`src/hdl/pfod_pkg.sv`:
```
package pfod_pkg;
  // ----------------------------------------
  // Register map (word index on addr)
  // ----------------------------------------
  localparam int unsigned ADDR_W = 3;
  localparam logic [2:0] ADDR_FBC = 3'h0;
  localparam logic [2:0] ADDR_OVD = 3'h1;
  localparam logic [2:0] ADDR_DC1 = 3'h2;
  localparam logic [2:0] ADDR_DC2 = 3'h3;
  localparam logic [2:0] ADDR_DC3 = 3'h4;
  localparam logic [2:0] ADDR_DC4 = 3'h5;
  localparam logic [2:0] ADDR_CTL = 3'h6;
  localparam logic [2:0] ADDR_FST = 3'h7;
  // ----------------------------------------
  // Widths, fields, reset values
  // ----------------------------------------
  localparam int unsigned DW = 16;
  localparam int unsigned NPAIR = 4;
  localparam int unsigned NPIN = 8;
  localparam int unsigned CTL_W = 3;
  localparam logic [15:0] FBC_WMASK = 16'hFF8F;
  localparam logic [15:0] FBC_RST = 16'h0000;
  localparam logic [15:0] OVD_RST = 16'hFF00;
  localparam logic [15:0] DC_RST = 16'h0000;
  localparam logic [2:0] CTL_RST = 3'h0;
  localparam int unsigned FBC_MODE_BIT = 7;
  localparam int unsigned FBC_LVL_LSB = 8;
  localparam int unsigned OVD_SEL_LSB = 8;
  localparam int unsigned CTL_UPD_DIS = 0;
  localparam int unsigned CTL_OVR_SYNC = 1;
  localparam int unsigned CTL_IMM_UPD = 2;
  localparam int unsigned FST_CLR_BIT = 0;
  localparam int unsigned FST_RAW_BIT = 1;
endpackage

```
`src/hdl/pfod_fault_b.sv`:
```
module pfod_fault_b (
  input wire logic mclk,
  input wire logic rst,
  input wire logic fault_b,
  input wire logic second_fault_mode_select,
  input wire logic period_start,
  input wire logic clear,
  output logic ovr_active,
  output logic latched
);
  typedef struct packed {
    logic latch;
    logic cbc;
  } pfod_fb_state_t;

  pfod_fb_state_t st_q;
  pfod_fb_state_t st_d;

  always_comb begin
    st_d = st_q;
    if (!second_fault_mode_select) begin
      if (fault_b) begin
        st_d.latch = 1'b1;
      end else if (clear) begin
        st_d.latch = 1'b0;
      end
    end
    if (second_fault_mode_select) begin
      if (fault_b) begin
        st_d.cbc = 1'b1;
      end else if (period_start) begin
        st_d.cbc = 1'b0;
      end
    end else begin
      st_d.cbc = 1'b0;
    end
  end

  always_ff @(posedge mclk or posedge rst) begin
    if (rst) begin
      st_q <= '0;
    end else begin
      st_q <= st_d;
    end
  end

  assign ovr_active = second_fault_mode_select ? (fault_b | st_q.cbc) : (fault_b | st_q.latch);
  assign latched = st_q.latch;
endmodule

```
`src/hdl/pfod_duty_bank.sv`:
```
module pfod_duty_bank (
  input wire logic mclk,
  input wire logic rst,
  input wire logic wr,
  input wire logic [1:0] sel,
  input wire logic [15:0] wdata,
  input wire logic immediate_duty_update,
  input wire logic buffer_update_disable,
  input wire logic period_start,
  output logic [3:0][15:0] duty_buf,
  output logic [3:0][15:0] duty_act
);
  typedef struct packed {
    logic [3:0][15:0] buf_v;
    logic [3:0][15:0] act;
  } pfod_db_state_t;

  pfod_db_state_t st_q;
  pfod_db_state_t st_d;

  always_comb begin
    st_d = st_q;
    for (int i = 0; i < pfod_pkg::NPAIR; i++) begin
      if (wr && sel == 2'(i)) begin
        st_d.buf_v[i] = wdata;
      end
      if (!buffer_update_disable) begin
        if (immediate_duty_update) begin
          st_d.act[i] = st_d.buf_v[i];
        end else if (period_start) begin
          st_d.act[i] = st_q.buf_v[i];
        end
      end
    end
  end

  always_ff @(posedge mclk or posedge rst) begin
    if (rst) begin
      st_q <= {(2 * pfod_pkg::NPAIR){pfod_pkg::DC_RST}};
    end else begin
      st_q <= st_d;
    end
  end

  assign duty_buf = st_q.buf_v;
  assign duty_act = st_q.act;
endmodule

```
`src/hdl/pfod_top.sv`:
```
module pfod_top (
  input wire logic mclk,
  input wire logic rst,
  input wire logic [2:0] addr,
  input wire logic [15:0] wdata,
  input wire logic wr,
  input wire logic rd,
  output logic [15:0] rdata,
  input wire logic period_start,
  input wire logic fault_b,
  input wire logic [3:0] fault_a_force,
  input wire logic [7:0] fault_a_level,
  input wire logic [7:0] gen_out,
  output logic [7:0] pwm_out,
  output logic [15:0] duty_value_gen1,
  output logic [15:0] duty_value_gen2,
  output logic [15:0] duty_value_gen3,
  output logic [15:0] duty_value_gen4
);
  // ----------------------------------------
  // State
  // ----------------------------------------
  typedef struct packed {
    logic [15:0] fbc;
    logic [15:0] ovd_buf;
    logic [15:0] ovd_act;
    logic [2:0] ctl;
    logic [15:0] rdata;
    logic [7:0] pins;
  } pfod_state_t;

  pfod_state_t st_q;
  pfod_state_t st_d;

  logic [3:0][15:0] duty_buf;
  logic [3:0][15:0] duty_act;
  logic ovr_b;
  logic latched_b;
  logic clr_b;
  logic [7:0] second_fault_override_levels;
  logic second_fault_mode_select;
  logic [3:0] second_fault_enables;
  logic [7:0] pin_generator_select;
  logic [7:0] pin_manual_level;
  logic override_sync_select;
  logic immediate_duty_update;
  logic buffer_update_disable;
  logic duty_wr;
  logic [2:0] duty_idx;

  assign second_fault_override_levels = st_q.fbc[pfod_pkg::FBC_LVL_LSB +: pfod_pkg::NPIN];
  assign second_fault_mode_select = st_q.fbc[pfod_pkg::FBC_MODE_BIT];
  assign second_fault_enables = st_q.fbc[pfod_pkg::NPAIR-1:0];
  assign pin_generator_select = st_q.ovd_act[pfod_pkg::OVD_SEL_LSB +: pfod_pkg::NPIN];
  assign pin_manual_level = st_q.ovd_act[pfod_pkg::NPIN-1:0];
  assign override_sync_select = st_q.ctl[pfod_pkg::CTL_OVR_SYNC];
  assign immediate_duty_update = st_q.ctl[pfod_pkg::CTL_IMM_UPD];
  assign buffer_update_disable = st_q.ctl[pfod_pkg::CTL_UPD_DIS];
  assign duty_wr = wr && addr >= pfod_pkg::ADDR_DC1 && addr <= pfod_pkg::ADDR_DC4;
  assign duty_idx = addr - pfod_pkg::ADDR_DC1;
  assign clr_b = wr && addr == pfod_pkg::ADDR_FST && wdata[pfod_pkg::FST_CLR_BIT];

  // ----------------------------------------
  // Fault B tracking and duty registers
  // ----------------------------------------
  pfod_fault_b u_fault_b (
    .mclk(mclk),
    .rst(rst),
    .fault_b(fault_b),
    .second_fault_mode_select(second_fault_mode_select),
    .period_start(period_start),
    .clear(clr_b),
    .ovr_active(ovr_b),
    .latched(latched_b)
  );

  pfod_duty_bank u_duty (
    .mclk(mclk),
    .rst(rst),
    .wr(duty_wr),
    .sel(duty_idx[1:0]),
    .wdata(wdata),
    .immediate_duty_update(immediate_duty_update),
    .buffer_update_disable(buffer_update_disable),
    .period_start(period_start),
    .duty_buf(duty_buf),
    .duty_act(duty_act)
  );

  // ----------------------------------------
  // Register writes, reads and pin mux
  // ----------------------------------------
  always_comb begin
    st_d = st_q;
    if (wr) begin
      unique case (addr)
        pfod_pkg::ADDR_FBC: st_d.fbc = wdata & pfod_pkg::FBC_WMASK;
        pfod_pkg::ADDR_OVD: st_d.ovd_buf = wdata;
        pfod_pkg::ADDR_CTL: st_d.ctl = wdata[pfod_pkg::CTL_W-1:0];
        default: st_d.ctl = st_q.ctl;
      endcase
    end
    if (!override_sync_select || period_start) begin
      st_d.ovd_act = st_d.ovd_buf;
    end
    if (rd) begin
      unique case (addr)
        pfod_pkg::ADDR_FBC: st_d.rdata = st_q.fbc;
        pfod_pkg::ADDR_OVD: st_d.rdata = st_q.ovd_buf;
        pfod_pkg::ADDR_DC1: st_d.rdata = duty_buf[0];
        pfod_pkg::ADDR_DC2: st_d.rdata = duty_buf[1];
        pfod_pkg::ADDR_DC3: st_d.rdata = duty_buf[2];
        pfod_pkg::ADDR_DC4: st_d.rdata = duty_buf[3];
        pfod_pkg::ADDR_CTL: st_d.rdata = 16'(st_q.ctl);
        pfod_pkg::ADDR_FST: st_d.rdata = 16'({fault_b, latched_b} );
      endcase
    end
    for (int p = 0; p < pfod_pkg::NPIN; p++) begin
      if (pin_generator_select[p]) begin
        st_d.pins[p] = gen_out[p];
      end else begin
        st_d.pins[p] = pin_manual_level[p];
      end
      if (second_fault_enables[p/2] && ovr_b) begin
        st_d.pins[p] = second_fault_override_levels[p];
      end
      if (fault_a_force[p/2]) begin
        st_d.pins[p] = fault_a_level[p];
      end
    end
  end

  always_ff @(posedge mclk or posedge rst) begin
    if (rst) begin
      st_q.fbc <= pfod_pkg::FBC_RST;
      st_q.ovd_buf <= pfod_pkg::OVD_RST;
      st_q.ovd_act <= pfod_pkg::OVD_RST;
      st_q.ctl <= pfod_pkg::CTL_RST;
      st_q.rdata <= '0;
      st_q.pins <= '0;
    end else begin
      st_q <= st_d;
    end
  end

  assign rdata = st_q.rdata;
  assign pwm_out = st_q.pins;
  assign duty_value_gen1 = duty_act[0];
  assign duty_value_gen2 = duty_act[1];
  assign duty_value_gen3 = duty_act[2];
  assign duty_value_gen4 = duty_act[3];
endmodule

```
`config.mk`:
```
export PLATFORM = sky130hd
export DESIGN_NAME = pfod_top
export DESIGN_NICKNAME = d
export VERILOG_FILES = /design/src/hdl/pfod_pkg.sv /design/src/hdl/pfod_fault_b.sv /design/src/hdl/pfod_duty_bank.sv /design/src/hdl/pfod_top.sv
export SDC_FILE = /design/constraint.sdc
export NUM_CORES = 1
export LEC_CHECK = 0
export BUFFER_PORTS_ARGS = -buffer_cell sky130_fd_sc_hd__buf_4
export CELL_PAD_IN_SITES_DETAIL_PLACEMENT = 0
export CELL_PAD_IN_SITES_GLOBAL_PLACEMENT = 2
export CORE_ASPECT_RATIO = 0.7
export CORE_MARGIN = 2
export CORE_UTILIZATION = 41
export CTS_CLUSTER_SIZE = 20
export DETAILED_ROUTE_END_ITERATION = 8
export GPL_ROUTABILITY_DRIVEN = 0
export HOLD_SLACK_MARGIN = 0.05
export PLACE_DENSITY = 0.95
export SLEW_MARGIN = 20
export SYNTH_ARGS = -nofsm -noshare
export SYNTH_HDL_FRONTEND = slang
export SYNTH_SLANG_ARGS = --single-unit
```
`constraint.sdc`:
```
create_clock -name mclk -period 14.1 [get_ports mclk]
set_input_delay 0.705 -clock mclk [delete_from_list [all_inputs] [get_ports mclk]]
set_output_delay 0.705 -clock mclk [all_outputs]
set_load 0.01 [all_outputs]
```
# Word-level counts from Yosys, hierarchy flattened
# Cells that the tools add are included.
dict set report op_classes {
  add_sub_neg 1
  magnitude_cmp 2
  shift 0
  n_mux 45
  eq_ne 11
  n_mul 0
  bitwise_logic 4
  reduce_logical 22
  div 0
}
# cell n
set op_table {}
lappend op_table {{two-way mux 16 bit} 14}
lappend op_table {{case mux 16 bit (8 select lines)} 1}
lappend op_table {{two-way mux 1 bit} 30}
lappend op_table {{== test 3 bit, second input constant} 4}
lappend op_table {{logical AND 1 bit} 12}
lappend op_table {{AND reduction 2 bit} 4}
lappend op_table {{== test 3 x 2 -> 1 bit, second input constant} 2}
lappend op_table {{== test 2 bit, second input constant} 2}
lappend op_table {{nonzero test 2 bit} 2}
lappend op_table {{== test 3 x 1 -> 1 bit, second input constant} 1}
lappend op_table {{greater-or-equal comparator 3 x 2 -> 1 bit, second input constant} 1}
lappend op_table {{<= comparator 3 bit, second input constant} 1}
lappend op_table {{logical NOT 3 bit} 1}
lappend op_table {{!= test 3 bit, second input constant} 1}
lappend op_table {{== test 2 x 1 -> 1 bit, second input constant} 1}
lappend op_table {{logical NOT 2 bit} 1}
lappend op_table {{NOT 1 bit} 2}
lappend op_table {{bitwise OR 1 bit} 2}
lappend op_table {{subtractor 2 bit, second input constant} 1}
lappend op_table {{logical NOT 1 bit} 1}
lappend op_table {{logical OR 1 bit} 1}
dict set report totals {
  ram_bits 0
  mem_count 0
  out_inout_bits 88
  inputBits 45
  rom_bits 0
  word_cells 101
  latchBits 0
  reg_bits 202
}

# Depth between registers and ports, before layout
dict set report depth {
  ltp_word 6
  depth_mapped 7
  mapped_depth_nobuf 4
}

# By module
# From an unflattened synthesis, not the netlist that was laid out.
dict set report hier_totals {
  cells_unflattened 776
  hier_area_um2 9426.5
}
# module cells_per_inst seq_area_each_um2 area_per_inst_um2 instances
set by_module_without_submodules {}
lappend by_module_without_submodules {pfod_duty_bank 422 3203.1 5444.0 1}
lappend by_module_without_submodules {pfod_top 343 1821.7 3883.7 1}
lappend by_module_without_submodules {pfod_fault_b 11 50.0 98.8 1}

# Least setup slack after synthesis
# OpenSTA, ideal clock, no wires.
dict set report synth_timing {
  kind {in2reg}
  from {input port addr[1]}
  to {register st_q, in the netlist pin_manual_level[5]}
  n_path_buf 2
  stages 5
  slack_ns 12.016
  arrival_time_ns 1.959
  cell_sequence {buf_2 nor3_4 buf_4 mux2_2 mux2_2}
}
# item line_no
set synth_lines {}
lappend synth_lines {{from (decl)} pfod_top.sv:4} ;# input wire logic [2:0] addr,
lappend synth_lines {{to (signal assigned)} pfod_top.sv:142} ;# st_q <= st_d;
lappend synth_lines {{to (decl)} pfod_top.sv:32} ;# pfod_state_t st_q;

==> metrics <==
status complete, no violations; vias in the first global route 6,393; Critical Path RT 14.48 ns; total wire length 25.4 mm; dominant synthesized flop cell dfrtp_1; die footprint 0.0244 mm²; async set-reset flop share out of synthesis 100%; 1st-iter DRT viols 395; # DRC 0; Switching Share 30.5%; Post-Syn Nets 839; Hold/Removal Path Class primary input to asynchronous set/reset pin; die width 186 µm; worst vdd ir 0.0000754 V; cell count after synthesis 794; register bit total from synthesis 202; clk_skew 0.00914 ns; Skew-Pair Late Insertion Delay 0.50 ns; Slew headroom 38.3%; CTS H-tree depth 1; Slew @ Worst Pin 0.925 ns; Avg WL per Cell 21.3 µm; CTS tree built; critical path capture point type flop; Hold-fix buffers, CTS 0; clock network power share 29.2%; fin area 0.0111 mm²; number of CTS-inserted buffers 21; critical path class primary input to flop; starting density of the core 41.8%; Comb pwr share 25.6%; CTS Root Cell clkbuf_16; number of synthesis warnings 0; setup TNS 0 ns; io pins 133; P_sw 0.578 mW; fmax 418 MHz; EDFF count, synth 0; Synth Cell Area 0.00948 mm²; initial antenna violation count 0; share of layout cells above drive strength 1 37.4%; Place WS 11.19 ns; largest net degree at the start of global routing 129; post-synthesis sequential area ratio 53.6%; Hold WS 0.379 ns; # diodes 0; Setup Buffers After CTS 0; Final setup viols 0; Filler cells 2,104; arrival time at the worst endpoint 2.77 ns; RSZ-0062 raised after global routing no; site row count 46; Post-DP Area 0.0104 mm²; leak pwr 4.77 nW; antenna viol nets, final 0; internal power 1.32 mW; Seq pwr share 45.2%; first-pass GRT wire length 38.8 mm; post-route clock period utilization 17.0%; power per cell area 171 mW/mm²; Tmin final 2.39 ns; Worst-path clk slew 0.06 ns; Core Area 0.0227 mm²; Area growth syn-to-layout 17.1%; post_cts resized 0; Yosys cell types 45; Max clock buf depth 3; max_cap viols 0; total power draw 1.89 mW; nets 911; overall routing resource usage 20.9%; Port Buffers 132; DR vias 6,330; Sink Count 202; worst-path fanout max 43; Startpoint Class primary input; Die Y 131 µm; dpl hpwl 17.5 mm; Slew Viols, Final 0; DRT Pass-1 Iters 5; Avg Cell Area, Syn 11.9 µm²; grt total ovfl 0; Vias per Instance 5.31; worst setup margin 11.71 ns; endpoints failing hold 0
## placed cells by master, fill, tap and decap left out, types with 2 or more instances in the layout
| cell type | count |
|---|---|
| a22oi_1 | 8 |
| a221oi_1 | 3 |
| inv_1 | 11 |
| o221ai_1 | 13 |
| a22o_1 | 3 |
| clkbuf_1 | 5 |
| nand2_1 | 88 |
| nor2_4 | 4 |
| clkbuf_8 | 6 |
| nand3_2 | 2 |
| o22ai_1 | 5 |
| o21ai_1 | 4 |
| dfstp_2 | 16 |
| nor2_2 | 2 |
| buf_4 | 133 |
| dfrtp_1 | 186 |
| o21a_1 | 6 |
| buf_6 | 2 |
| nor2b_1 | 15 |
| o21ai_0 | 79 |
| o21bai_1 | 2 |
| mux2_2 | 126 |
| a21oi_1 | 12 |
| mux2i_1 | 80 |
| clkinv_2 | 4 |
| o211a_1 | 5 |
| clkbuf_16 | 21 |
| a2bb2oi_1 | 5 |
| nand2b_1 | 10 |
| o221a_2 | 5 |
## worst paths after layout
kind                                                    from                               to  slack [ns]  cells past startpoint
setup reg to reg           immediate_duty_update$_DFFE_PP0P_  u_duty.duty_act[32]$_DFFE_PP0P_       12.05                      4
max in group asynchronous                                rst             rdata[6]$_DFFE_PP0P_       12.51                      3
setup / recovery                                     addr[0]  pin_manual_level[1]$_DFFE_PP0P_       11.71                      5
min in group mclk                           fault_a_level[5]             pwm_out[5]$_DFF_PP0_        0.41                      3
hold reg to reg              u_duty.duty_act[40]$_DFFE_PP0P_  u_duty.duty_act[40]$_DFFE_PP0P_        0.48                      2
hold / removal                                           rst   u_duty.duty_act[4]$_DFFE_PP0P_        0.38                      2
## layer usage
metal  up-vias  track usage, %  wire length, µm
li1       2934               -                -
met1      3157            31.9            11900
met2       210            29.3            10600
met3        29            5.76             2490
met4         0            4.20              442
met5         -               0                0
## stage by stage
stage          instances  util (%)
2_1_floorplan        794         -
6_report            1192      48.9
3_5_place_dp        1155      45.9
5_1_grt             1192      48.9
4_1_cts             1192      48.9
3_3_place_gp        1155      45.9
## Yosys cell counts, types with 8 or more instances
| library cell | count | area (µm²) |
|---|---|---|
| nand2_1 | 88 | 330 |
| o221ai_1 | 13 | 114 |
| inv_1 | 12 | 45.0 |
| mux2i_1 | 80 | 801 |
| mux2_2 | 126 | 1420 |
| clkbuf_1 | 36 | 135 |
| a22oi_1 | 8 | 60.1 |
| buf_2 | 13 | 65.1 |
| dfrtp_1 | 186 | 4650 |
| a21oi_1 | 12 | 60.1 |
| nor2b_1 | 15 | 93.8 |
| dfstp_2 | 16 | 420 |
| buf_4 | 30 | 225 |
| nand2b_1 | 10 | 62.6 |
| o21ai_0 | 79 | 395 |
## cell families after synthesis
group,Yosys count,synth area share (%)
mux,207,23.5
flops,202,53.6
compound gates,156,10.4
simple gates,131,6.81
buf+inv,98,5.64
## cell type report
type                            count  area [µm²]  area share, %
Clock buffer                       32         627           5.65
Timing Repair Buffer              135        1020           9.20
Multi-Input combinational cell    494        3880           35.0
Sequential cell                   202        5070           45.7
Clock inverter                      5        50.0          0.451
Tap cell                          312         390           3.52
Inverter                           12        52.6          0.474
## worst max-delay path, stage by stage
cell and delay (ns):
buf_4 0.43, nand2_1 0.22, nor3_4 0.70, mux2_2 0.43, mux2_2 0.26
## flip-flops by register name, indices dropped and copies added, names as in the netlist
register	cells
second_fault_mode_select	1
pwm_out	8
buffer_update_disable	1
u_fault_b.latched	1
rdata	16
pin_manual_level	8
u_duty.duty_act	64
second_fault_enables	4
u_fault_b.st_q	1
override_sync_select	1
st_q	16
second_fault_override_levels	8
u_duty.duty_buf	64
pin_generator_select	8
immediate_duty_update	1
## power by group through the flow
| stage | clock network, mW | registers, mW | logic (mW) |
|---|---|---|---|
| after floorplan | 0 | 0.863 | 0.264 |
| after global placement | 0 | 0.863 | 0.479 |
| after detailed placement | 0 | 0.866 | 0.489 |
| after CTS | 0.562 | 0.857 | 0.491 |
| after global routing | 0.587 | 0.876 | 0.534 |
| final | 0.553 | 0.857 | 0.485 |
(Power assumes the default switching activity.)
